File: src/logic/dosd_pkg.sv
package dosd_pkg;
    // clock and tick timing
    localparam int unsigned CLK_FREQ_MHZ     = 100;
    localparam int unsigned TICK_PERIOD_US   = 10000;
    localparam int unsigned TICK_CYCLES      = TICK_PERIOD_US * CLK_FREQ_MHZ;
    localparam int unsigned RESP_TIME_MS     = 100;
    localparam int unsigned ZC_HOLD_MS       = 100;
    localparam int unsigned TICK_MS          = TICK_PERIOD_US / 1000;
    localparam logic [15:0] RESP_TICKS       = 16'(RESP_TIME_MS / TICK_MS);
    localparam logic [15:0] ZC_HOLD_TICKS    = 16'(ZC_HOLD_MS / TICK_MS);
    localparam int          TMR_W            = 16;

    // register byte offsets
    localparam logic [7:0] OFS_FREQ_LVL      = 8'h00;
    localparam logic [7:0] OFS_REV_LVL       = 8'h04;
    localparam logic [7:0] OFS_OC_LVL        = 8'h08;
    localparam logic [7:0] OFS_OC_DELAY      = 8'h0c;
    localparam logic [7:0] OFS_ZC_LVL        = 8'h10;
    localparam logic [7:0] OFS_ZC_TIME       = 8'h14;
    localparam logic [7:0] OFS_OC_RET        = 8'h18;
    localparam logic [7:0] OFS_OC_TRIP       = 8'h1c;
    localparam logic [7:0] OFS_RMT_SEL       = 8'h20;
    localparam logic [7:0] OFS_RMT_DATA      = 8'h24;
    localparam logic [7:0] OFS_TERM_A        = 8'h28;
    localparam logic [7:0] OFS_TERM_B        = 8'h2c;
    localparam logic [7:0] OFS_TERM_C        = 8'h30;
    localparam logic [7:0] OFS_STATUS        = 8'h34;

    // reset values (frequency 0.1 Hz, current %, time 0.01 s)
    localparam logic [15:0] RST_FREQ_LVL     = 16'h003c;
    localparam logic [15:0] SENTINEL         = 16'h270f;
    localparam logic [15:0] RST_OC_LVL       = 16'h0096;
    localparam logic [15:0] RST_OC_DELAY     = 16'h0000;
    localparam logic [15:0] RST_ZC_LVL       = 16'h0005;
    localparam logic [15:0] RST_ZC_TIME      = 16'h0032;
    localparam logic [15:0] RST_OC_RET       = 16'h000a;
    localparam logic [7:0]  RST_TERM         = 8'h00;
    localparam logic [11:0] RMT_MASK_ZERO    = 12'h000;

    // selection codes
    localparam logic [7:0] FN_FREQ           = 8'h04;
    localparam logic [7:0] FN_OC             = 8'h0c;
    localparam logic [7:0] FN_ZC             = 8'h0d;
    localparam logic [7:0] FN_RMT            = 8'h60;
    localparam logic [7:0] FN_NEG_OFS        = 8'h64;
    localparam logic [7:0] RMT_CLR           = 8'h00;
    localparam logic [7:0] RMT_KEEP_PWR      = 8'h01;
    localparam logic [7:0] RMT_CLR_HOLD      = 8'h0a;
    localparam logic [7:0] RMT_KEEP_HOLD     = 8'h0b;

    localparam int NUM_TERM                  = 3;
    localparam int RMT_W                     = 12;
    localparam int RMT_BIT_A                 = 0;
    localparam int RMT_BIT_B                 = 1;
    localparam int RMT_BIT_C                 = 2;
endpackage : dosd_pkg

File: src/logic/dosd_tmr_if.sv
`timescale 1ns/1ps
`default_nettype none
interface dosd_tmr_if;
    logic                       run;
    logic [dosd_pkg::TMR_W-1:0] limit;
    logic                       done;
    modport ctl (output run, output limit, input done);
    modport tmr (input run, input limit, output done);
endinterface : dosd_tmr_if
`default_nettype wire

File: src/logic/dosd_timer.sv
`timescale 1ns/1ps
`default_nettype none
// tick counter: restarts when run drops, done once limit ticks have passed
module dosd_timer (
    input  wire logic  mclk_i,
    input  wire logic  rst_n_i,
    input  wire logic  clk_en_i,
    input  wire logic  tick_i,
    dosd_tmr_if.tmr    t
);
    logic [dosd_pkg::TMR_W-1:0] cnt_ff;

    always_ff @(posedge mclk_i) begin
        if (!rst_n_i) begin
            cnt_ff <= '0;
        end else if (clk_en_i) begin
            if (!t.run) begin
                cnt_ff <= '0;
            end else if (tick_i && cnt_ff < t.limit) begin
                cnt_ff <= cnt_ff + 1'b1;
            end
        end
    end

    assign t.done = t.run && (cnt_ff >= t.limit);
endmodule : dosd_timer
`default_nettype wire

File: src/logic/dosd_top.sv
// Decided for this implementation: the address map and the APB interface to the registers.
`timescale 1ns/1ps
`default_nettype none
module dosd_top #(
    parameter int unsigned TICK_CYCLES = dosd_pkg::TICK_CYCLES
) (
    input  wire logic        mclk_i,
    input  wire logic        rst_n_i,
    input  wire logic        clk_en_i,
    input  wire logic        psel_i,
    input  wire logic        penable_i,
    input  wire logic        pwrite_i,
    input  wire logic [7:0]  paddr_i,
    input  wire logic [31:0] pwdata_i,
    output logic [31:0]      prdata_o,
    output logic             pready_o,
    output logic             pslverr_o,
    input  wire logic [15:0] out_freq_i,
    input  wire logic        reverse_i,
    input  wire logic        dc_brake_i,
    input  wire logic        running_i,
    input  wire logic        start_i,
    input  wire logic [7:0]  out_current_i,
    input  wire logic        inv_reset_i,
    input  wire logic        power_fail_i,
    input  wire logic        nv_load_i,
    input  wire logic [7:0]  nv_sel_i,
    input  wire logic [11:0] nv_data_i,
    output logic             nv_save_o,
    output logic [11:0]      nv_data_o,
    output logic [2:0]       term_o,
    output logic             freq_detect_out_o,
    output logic             overcurrent_detect_out_o,
    output logic             zero_current_out_o,
    output logic             current_detect_fault_o
);
    logic [15:0] freq_lvl_ff;
    logic [15:0] rev_lvl_ff;
    logic [15:0] oc_lvl_ff;
    logic [15:0] oc_delay_ff;
    logic [15:0] zc_lvl_ff;
    logic [15:0] zc_time_ff;
    logic [15:0] oc_ret_ff;
    logic        oc_trip_ff;
    logic [7:0]  rmt_sel_ff;
    logic [11:0] rmt_data_ff;
    logic [7:0]  term_sel_ff [dosd_pkg::NUM_TERM];
    logic        ack_ff;
    logic [31:0] prdata_ff;
    logic        freq_det_ff;
    logic        oc_out_ff;
    logic        zc_out_ff;
    logic        fault_ff;
    logic        trip_arm_ff;
    logic [2:0]  term_ff;
    logic        nv_save_ff;
    logic [11:0] nv_data_ff;
    logic [31:0] tick_cnt_ff;
    logic        tick;
    logic        wr_en;
    logic        access_first;
    logic        addr_hit;
    logic [31:0] rd_mux;
    logic [15:0] freq_thr;
    logic        oc_cond;
    logic        zc_cond;
    logic        rmt_keep_pwr;
    logic        rmt_keep_rst;
    logic        oc_latch;
    logic        nxt_oc_out;
    logic        nxt_zc_out;
    logic [2:0]  nxt_term;

    dosd_tmr_if oc_dly_if ();
    dosd_tmr_if oc_hld_if ();
    dosd_tmr_if zc_dly_if ();
    dosd_tmr_if zc_hld_if ();

    // periodic tick
    always_ff @(posedge mclk_i) begin
        if (!rst_n_i) begin
            tick_cnt_ff <= '0;
        end else if (clk_en_i) begin
            tick_cnt_ff <= tick ? '0 : tick_cnt_ff + 32'h1;
        end
    end
    assign tick = (tick_cnt_ff == 32'(TICK_CYCLES - 1));

    // apb slave: two-cycle access phase
    assign access_first = psel_i && penable_i && !ack_ff;
    assign wr_en        = psel_i && penable_i && ack_ff && pwrite_i && addr_hit;
    assign pready_o     = ack_ff;
    assign pslverr_o    = ack_ff && !addr_hit;
    assign prdata_o     = prdata_ff;
    assign addr_hit     = (paddr_i[1:0] == 2'h0) && (paddr_i <= dosd_pkg::OFS_STATUS);

    always_comb begin
        rd_mux = 32'h0;
        unique case (paddr_i)
            dosd_pkg::OFS_FREQ_LVL: rd_mux = {16'h0, freq_lvl_ff};
            dosd_pkg::OFS_REV_LVL:  rd_mux = {16'h0, rev_lvl_ff};
            dosd_pkg::OFS_OC_LVL:   rd_mux = {16'h0, oc_lvl_ff};
            dosd_pkg::OFS_OC_DELAY: rd_mux = {16'h0, oc_delay_ff};
            dosd_pkg::OFS_ZC_LVL:   rd_mux = {16'h0, zc_lvl_ff};
            dosd_pkg::OFS_ZC_TIME:  rd_mux = {16'h0, zc_time_ff};
            dosd_pkg::OFS_OC_RET:   rd_mux = {16'h0, oc_ret_ff};
            dosd_pkg::OFS_OC_TRIP:  rd_mux = {31'h0, oc_trip_ff};
            dosd_pkg::OFS_RMT_SEL:  rd_mux = {24'h0, rmt_sel_ff};
            dosd_pkg::OFS_RMT_DATA: rd_mux = {20'h0, rmt_data_ff};
            dosd_pkg::OFS_TERM_A:   rd_mux = {24'h0, term_sel_ff[0]};
            dosd_pkg::OFS_TERM_B:   rd_mux = {24'h0, term_sel_ff[1]};
            dosd_pkg::OFS_TERM_C:   rd_mux = {24'h0, term_sel_ff[2]};
            dosd_pkg::OFS_STATUS:   rd_mux = {25'h0, term_ff, fault_ff, zc_out_ff, oc_out_ff, freq_det_ff};
            default:                rd_mux = 32'h0;
        endcase
    end

    always_ff @(posedge mclk_i) begin
        if (!rst_n_i) begin
            ack_ff    <= 1'b0;
            prdata_ff <= 32'h0;
        end else if (clk_en_i) begin
            ack_ff <= access_first;
            if (access_first) begin
                prdata_ff <= pwrite_i ? 32'h0 : rd_mux;
            end
        end
    end

    // settings registers
    always_ff @(posedge mclk_i) begin
        if (!rst_n_i) begin
            freq_lvl_ff <= dosd_pkg::RST_FREQ_LVL;
            rev_lvl_ff  <= dosd_pkg::SENTINEL;
            oc_lvl_ff   <= dosd_pkg::RST_OC_LVL;
            oc_delay_ff <= dosd_pkg::RST_OC_DELAY;
            zc_lvl_ff   <= dosd_pkg::RST_ZC_LVL;
            zc_time_ff  <= dosd_pkg::RST_ZC_TIME;
            oc_ret_ff   <= dosd_pkg::RST_OC_RET;
            oc_trip_ff  <= 1'b0;
            for (int i = 0; i < dosd_pkg::NUM_TERM; i++) begin
                term_sel_ff[i] <= dosd_pkg::RST_TERM;
            end
        end else if (clk_en_i && wr_en) begin
            unique case (paddr_i)
                dosd_pkg::OFS_FREQ_LVL: freq_lvl_ff    <= pwdata_i[15:0];
                dosd_pkg::OFS_REV_LVL:  rev_lvl_ff     <= pwdata_i[15:0];
                dosd_pkg::OFS_OC_LVL:   oc_lvl_ff      <= pwdata_i[15:0];
                dosd_pkg::OFS_OC_DELAY: oc_delay_ff    <= pwdata_i[15:0];
                dosd_pkg::OFS_ZC_LVL:   zc_lvl_ff      <= pwdata_i[15:0];
                dosd_pkg::OFS_ZC_TIME:  zc_time_ff     <= pwdata_i[15:0];
                dosd_pkg::OFS_OC_RET:   oc_ret_ff      <= pwdata_i[15:0];
                dosd_pkg::OFS_OC_TRIP:  oc_trip_ff     <= pwdata_i[0];
                dosd_pkg::OFS_TERM_A:   term_sel_ff[0] <= pwdata_i[7:0];
                dosd_pkg::OFS_TERM_B:   term_sel_ff[1] <= pwdata_i[7:0];
                dosd_pkg::OFS_TERM_C:   term_sel_ff[2] <= pwdata_i[7:0];
                default: ;
            endcase
        end
    end

    // remote output word and its retention
    assign rmt_keep_pwr = (rmt_sel_ff == dosd_pkg::RMT_KEEP_PWR) || (rmt_sel_ff == dosd_pkg::RMT_KEEP_HOLD);
    assign rmt_keep_rst = (rmt_sel_ff == dosd_pkg::RMT_CLR_HOLD) || (rmt_sel_ff == dosd_pkg::RMT_KEEP_HOLD);

    always_ff @(posedge mclk_i) begin
        if (!rst_n_i) begin
            rmt_sel_ff  <= dosd_pkg::RMT_CLR;
            rmt_data_ff <= dosd_pkg::RMT_MASK_ZERO;
            nv_save_ff  <= 1'b0;
            nv_data_ff  <= dosd_pkg::RMT_MASK_ZERO;
        end else if (clk_en_i) begin
            nv_save_ff <= power_fail_i && rmt_keep_pwr;
            if (power_fail_i) begin
                nv_data_ff <= rmt_data_ff;
                if (!rmt_keep_pwr) begin
                    rmt_data_ff <= dosd_pkg::RMT_MASK_ZERO;
                end
            end else if (nv_load_i) begin
                rmt_sel_ff <= nv_sel_i;
                if ((nv_sel_i == dosd_pkg::RMT_KEEP_PWR) || (nv_sel_i == dosd_pkg::RMT_KEEP_HOLD)) begin
                    rmt_data_ff <= nv_data_i;
                end
            end else if (inv_reset_i) begin
                if (!rmt_keep_rst) begin
                    rmt_data_ff <= dosd_pkg::RMT_MASK_ZERO;
                end
            end else if (wr_en && paddr_i == dosd_pkg::OFS_RMT_SEL) begin
                rmt_sel_ff <= pwdata_i[7:0];
            end else if (wr_en && paddr_i == dosd_pkg::OFS_RMT_DATA) begin
                rmt_data_ff <= pwdata_i[11:0];
            end
        end
    end
    assign nv_save_o = nv_save_ff;
    assign nv_data_o = nv_data_ff;

    // frequency detection
    assign freq_thr = (reverse_i && rev_lvl_ff != dosd_pkg::SENTINEL) ? rev_lvl_ff : freq_lvl_ff;
    always_ff @(posedge mclk_i) begin
        if (!rst_n_i) begin
            freq_det_ff <= 1'b0;
        end else if (clk_en_i) begin
            freq_det_ff <= !dc_brake_i && (out_freq_i >= freq_thr);
        end
    end

    // overcurrent detection
    assign oc_cond          = running_i && ({8'h0, out_current_i} > oc_lvl_ff);
    assign oc_dly_if.run    = oc_cond;
    assign oc_dly_if.limit  = oc_delay_ff + dosd_pkg::RESP_TICKS;
    assign oc_hld_if.run    = oc_out_ff;
    assign oc_hld_if.limit  = oc_ret_ff;
    assign oc_latch         = (oc_ret_ff == dosd_pkg::SENTINEL);

    always_comb begin
        nxt_oc_out = oc_out_ff;
        if (!oc_out_ff) begin
            nxt_oc_out = oc_dly_if.done;
        end else if (oc_latch) begin
            if (inv_reset_i || (start_i && !fault_ff)) begin
                nxt_oc_out = 1'b0;
            end
        end else if (oc_hld_if.done && !oc_dly_if.done) begin
            nxt_oc_out = 1'b0;
        end
    end

    always_ff @(posedge mclk_i) begin
        if (!rst_n_i) begin
            oc_out_ff   <= 1'b0;
            trip_arm_ff <= 1'b0;
            fault_ff    <= 1'b0;
        end else if (clk_en_i) begin
            oc_out_ff <= nxt_oc_out;
            if (!oc_out_ff) begin
                trip_arm_ff <= oc_trip_ff;
            end
            if (!oc_out_ff && nxt_oc_out && trip_arm_ff) begin
                fault_ff <= 1'b1;
            end else if (inv_reset_i) begin
                fault_ff <= 1'b0;
            end
        end
    end

    // zero-current detection
    assign zc_cond         = running_i && (zc_lvl_ff != 16'h0) && ({8'h0, out_current_i} < zc_lvl_ff);
    assign zc_dly_if.run   = zc_cond;
    assign zc_dly_if.limit = zc_time_ff + dosd_pkg::RESP_TICKS;
    assign zc_hld_if.run   = zc_out_ff;
    assign zc_hld_if.limit = dosd_pkg::ZC_HOLD_TICKS;

    always_comb begin
        nxt_zc_out = zc_out_ff;
        if (!zc_out_ff) begin
            nxt_zc_out = zc_dly_if.done;
        end else if (zc_hld_if.done && !zc_dly_if.done) begin
            nxt_zc_out = 1'b0;
        end
    end

    always_ff @(posedge mclk_i) begin
        if (!rst_n_i) begin
            zc_out_ff <= 1'b0;
        end else if (clk_en_i) begin
            zc_out_ff <= nxt_zc_out;
        end
    end

    dosd_timer u_oc_dly (.mclk_i(mclk_i), .rst_n_i(rst_n_i), .clk_en_i(clk_en_i), .tick_i(tick), .t(oc_dly_if.tmr));
    dosd_timer u_oc_hld (.mclk_i(mclk_i), .rst_n_i(rst_n_i), .clk_en_i(clk_en_i), .tick_i(tick), .t(oc_hld_if.tmr));
    dosd_timer u_zc_dly (.mclk_i(mclk_i), .rst_n_i(rst_n_i), .clk_en_i(clk_en_i), .tick_i(tick), .t(zc_dly_if.tmr));
    dosd_timer u_zc_hld (.mclk_i(mclk_i), .rst_n_i(rst_n_i), .clk_en_i(clk_en_i), .tick_i(tick), .t(zc_hld_if.tmr));

    // output terminal mapping
    localparam int RMT_IDX [dosd_pkg::NUM_TERM] = '{dosd_pkg::RMT_BIT_A, dosd_pkg::RMT_BIT_B, dosd_pkg::RMT_BIT_C};
    always_comb begin
        for (int i = 0; i < dosd_pkg::NUM_TERM; i++) begin
            unique case (term_sel_ff[i])
                dosd_pkg::FN_FREQ:                       nxt_term[i] = freq_det_ff;
                dosd_pkg::FN_FREQ + dosd_pkg::FN_NEG_OFS: nxt_term[i] = !freq_det_ff;
                dosd_pkg::FN_OC:                         nxt_term[i] = oc_out_ff;
                dosd_pkg::FN_OC + dosd_pkg::FN_NEG_OFS:   nxt_term[i] = !oc_out_ff;
                dosd_pkg::FN_ZC:                         nxt_term[i] = zc_out_ff;
                dosd_pkg::FN_ZC + dosd_pkg::FN_NEG_OFS:   nxt_term[i] = !zc_out_ff;
                dosd_pkg::FN_RMT:                        nxt_term[i] = rmt_data_ff[RMT_IDX[i]];
                dosd_pkg::FN_RMT + dosd_pkg::FN_NEG_OFS:  nxt_term[i] = !rmt_data_ff[RMT_IDX[i]];
                default:                                 nxt_term[i] = 1'b0;
            endcase
        end
    end

    always_ff @(posedge mclk_i) begin
        if (!rst_n_i) begin
            term_ff <= 3'h0;
        end else if (clk_en_i) begin
            term_ff <= nxt_term;
        end
    end

    assign term_o                   = term_ff;
    assign freq_detect_out_o        = freq_det_ff;
    assign overcurrent_detect_out_o = oc_out_ff;
    assign zero_current_out_o       = zc_out_ff;
    assign current_detect_fault_o   = fault_ff;
endmodule : dosd_top
`default_nettype wire

File: config.mk
export PLATFORM = sky130hd
export DESIGN_NAME = dosd_top
export DESIGN_NICKNAME = d
export VERILOG_FILES = /design/src/logic/dosd_pkg.sv /design/src/logic/dosd_tmr_if.sv /design/src/logic/dosd_timer.sv /design/src/logic/dosd_top.sv
export SDC_FILE = /design/constraint.sdc
export NUM_CORES = 1
export LEC_CHECK = 0
export ABC_AREA = 1
export BUFFER_PORTS_ARGS = -buffer_cell sky130_fd_sc_hd__buf_4
export CELL_PAD_IN_SITES_DETAIL_PLACEMENT = 0
export CELL_PAD_IN_SITES_GLOBAL_PLACEMENT = 1
export CORE_MARGIN = 5
export CORE_UTILIZATION = 44
export DETAILED_ROUTE_END_ITERATION = 6
export MAX_ROUTING_LAYER = met4
export PLACE_DENSITY = 0.81
export SLEW_MARGIN = 20
export SYNTH_ARGS = -nofsm -noshare
export SYNTH_HDL_FRONTEND = slang
export SYNTH_SLANG_ARGS = --single-unit
export TNS_END_PERCENT = 100
File: constraint.sdc
create_clock -name mclk_i -period 3.5 [get_ports mclk_i]
set_clock_uncertainty 0.2 [all_clocks]
set_input_delay 0.35 -clock mclk_i [delete_from_list [all_inputs] [get_ports mclk_i]]
set_output_delay 0.35 -clock mclk_i [all_outputs]
set_load 0.02 [all_outputs]
==> out/summary.txt <==
Run status - finished, final reports clean
First-pass GRT wire length - 87.5 mm
DRC - 0
Final wirelength - 56.4 mm
R2r worst-path depth - 17
DP HPWL - 42.0 mm
Hold path start - pwdata_i[14]
Fin crit share - 0.937
Area leader, netlist - dfxtp_1
Slowest cell delay on critical path - 0.37 ns
N_diodes - 0
CTS tree - done
R2r startpoint - zc_time_ff[1]$_SDFFE_PN1P_
Placer Congestion - 0.962
Antenna viol nets, final - 0
Top FF cell, synth - dfxtp_1
H-tree Lvls - 2
CP Capture Type - flip-flop
Final hold violation count - 0
Crit-path max FO - 13
Leakage - 7.89 nW
Startpoint types - flip-flop
Post-synthesis cell area - 16600 sq um
Syn_area_per_cell - 7.10 sq um
Actual slew at the worst max-slew pin - 0.714 ns
Post-synthesis register bit count - 291
Hold WC Path Type - input pin to flip-flop
Number of synthesized flops with an enable pin - 24
Largest net degree at the start of global routing - 130
Most used cell, CP - nand2_1
Wire length per cell - 18.8 microns
Overall routing resource usage - 0.274
Final Non-Filler Cells - 3003
Layout Nets - 2650
VDD IR max - 0.269 mV
Area growth from synthesis to layout - 17.5%
Slowest CP cell - dfxtp_2
PwrDens - 401 nW/um^2
Minimum clock period - 3.28 ns
Final count of pins violating max slew - 0
Die Height - 204 microns
WS Path Type - flip-flop to flip-flop
Clk sink count - 291
Critical Path Source - zc_time_ff[1]$_SDFFE_PN1P_
Die ar. - 41600 sq um
Syn Inst Count - 2334
R2r endpoint - u_zc_dly.cnt_ff[12]$_SDFFE_PN0P_
Post-synth top area share - 0.323
DIE WIDTH - 204 microns
Vias/cell - 5.51
CTS Buf Count - 36
Clock Path Buffers - 3
Synth cell count leaders - nand2_1 (395), inv_1 (273), dfxtp_1 (267)
Flop-to-flop setup slack - 0.22 ns
Vias in the first global route - 15700
Worst Setup EP - u_zc_dly.cnt_ff[12]$_SDFFE_PN0P_
Worst Path Required - 3.75 ns
Worst-Skew Late Latency - 0.55 ns
FFs w/ async S/R, synth - 0
Register clock-pin slew on the reported worst setup and hold paths - 0.06 ns
Worst-path cell chain - ha_1, nor2_1, nor2_1, nand4_1, nor3_2, nand2_1, nor3_2, xor2_1, ha_1, nand2_1, nor4_2, buf_4, nand2_1, nand3_2, buf_6, nand3_1, a21oi_2
Yosys warning total - 0
IO Count - 151
Starting Density - 0.443
Layout cells sized above 1 - 0.114
Setup violators final - 0
Initial antenna violation count - 1
# rows - 71
Drt initial violations - 1398
Vias - 16500
Count leader, synth - nand2_1
Router iterations before antenna repair - 6
WHS - 0.0266 ns
Top cells by area, synth - dfxtp_1 (32%), nand2_1 (9.0%), a21oi_1 (7.6%), ha_1 (6.6%), inv_1 (6.2%)
Relative slew slack - 0.523
GRT overflow - 0
Worst endpoint data arrival time - 3.53 ns
Dpl cells - 2915
Sequential share of the synthesized area - 0.366
CTS root buf - clkbuf_16
Max Cap Viol - 0
Port-buffer cells - 118
Core ar. - 37400 sq um
Distinct cells, synth - 56
Max Freq - 305 MHz
metrics by stage:
stage / worst slack [ns] / power [mW] / setup TNS [ns] / util / instance area (sq um)
CTS: 0.0320 / 7.86 / 0 / 0.517 / 19400
detailed placement: -0.0771 / 4.02 / -0.0771 / 0.479 / 17900
finish: 0.220 / 7.80 / 0 / 0.520 / 19500
global route: -0.0199 / 8.07 / -0.0681 / 0.520 / 19500
global placement: 0.0348 / 4.02 / 0 / 0.479 / 17900
floorplan: 0.310 / 3.79 / 0 / - / 16600
how the worst min path moves through the flow:
stage / end / slack [ns] / depth (start not counted)
after floorplan: u_zc_hld.cnt_ff[11]$_SDFFE_PN0P_ / 0.22 / 2
after global placement: u_zc_hld.cnt_ff[6]$_SDFFE_PN0P_ / 0.23 / 2
after detailed placement: u_zc_hld.cnt_ff[4]$_SDFFE_PN0P_ / 0.24 / 2
after CTS: oc_lvl_ff[7]$_SDFFE_PN1P_ / 0.002 / 3
after global routing: zc_lvl_ff[14]$_SDFFE_PN0P_ / 0.03 / 3
final: zc_lvl_ff[14]$_SDFFE_PN0P_ / 0.03 / 3
kinds of logic after synthesis:
kind of cell,after synthesis,share of synthesized area
compound gates,537,0.174
simple gates,973,0.263
buf+inv,382,0.0970
other cells,1,0.000226
fa+ha+maj,87,0.0657
flops,291,0.366
xor+xnor,63,0.0333
layer usage:
metal / share of wire / up-vias / GRT usage / wire length, microns
met5: 0 / - / - / 0
met4: 0.037 / 0 / 0.0912 / 2110
met3: 0.069 / 117 / 0.0403 / 3890
met2: 0.46 / 625 / 0.439 / 26100
met1: 0.43 / 7715 / 0.357 / 24300
li1: - / 8092 / - / -
cell usage in the layout (no fill, tap or decap), drive strengths merged, types with 13 or more instances in the layout:
master       Yosys  layout
nor3            85      85
nand4           46      46
nand3          158     158
nor2           240     240
o21ai          202     202
o211ai          13      13
inv            278     278
xor2            59      59
edfxtp          24      24
o22ai           31      31
buf             47     158
clkinv           3      17
clkbuf          54      45
nand2          408     408
ha              87      87
a21oi          251     251
dlygate4sd3      0      22
dfxtp          267     267
conb             1      16
nor4            18      18
final cells by class:
class	count	area [sq um]
repair buffers	180	1440
flip-flops and latches	291	6070
multi-input cells	1676	9040
inverters	281	1060
clock inverters	19	211
clock buffers	45	996
well taps	511	639
fillers	3760	17900
where the power goes:
part	leakage, nW	switching [mW]	internal [mW]
clock	0.602	1.50	2.32
combinational	4.88	0.362	0.191
sequential	2.41	0.0349	3.39
total	7.89	1.89	5.90
worst max-delay path: cells and delay by family (launching register included):
kind            cells  cell delay, ns
compound gates      1            0.15
flops               1            0.37
buf+inv             2            0.34
simple gates       11            1.54
xor+xnor            1            0.10
fa+ha+maj           2            0.49
registers in the layout, indices dropped and copies added (netlist names), 16 cells and up:
signal and cells:
oc_delay_ff 16, oc_hld_if.limit 16, u_oc_hld.cnt_ff 16, term_sel_ff 24
u_zc_dly.cnt_ff 16, u_oc_dly.cnt_ff 16, zc_lvl_ff 16, freq_lvl_ff 16
u_zc_hld.cnt_ff 16, zc_time_ff 16, oc_lvl_ff 16, rev_lvl_ff 16
prdata_o 16, tick_cnt_ff 32
repair_timing:
action,4_1_cts,5_1_grt
resized for setup,3,17
pin swaps,0,3
hold buffers,22,0
endpoints found under the setup margin,2,35
endpoints found under the hold margin,34,0
buffers inserted,0,2
(Power assumes the default switching activity.)
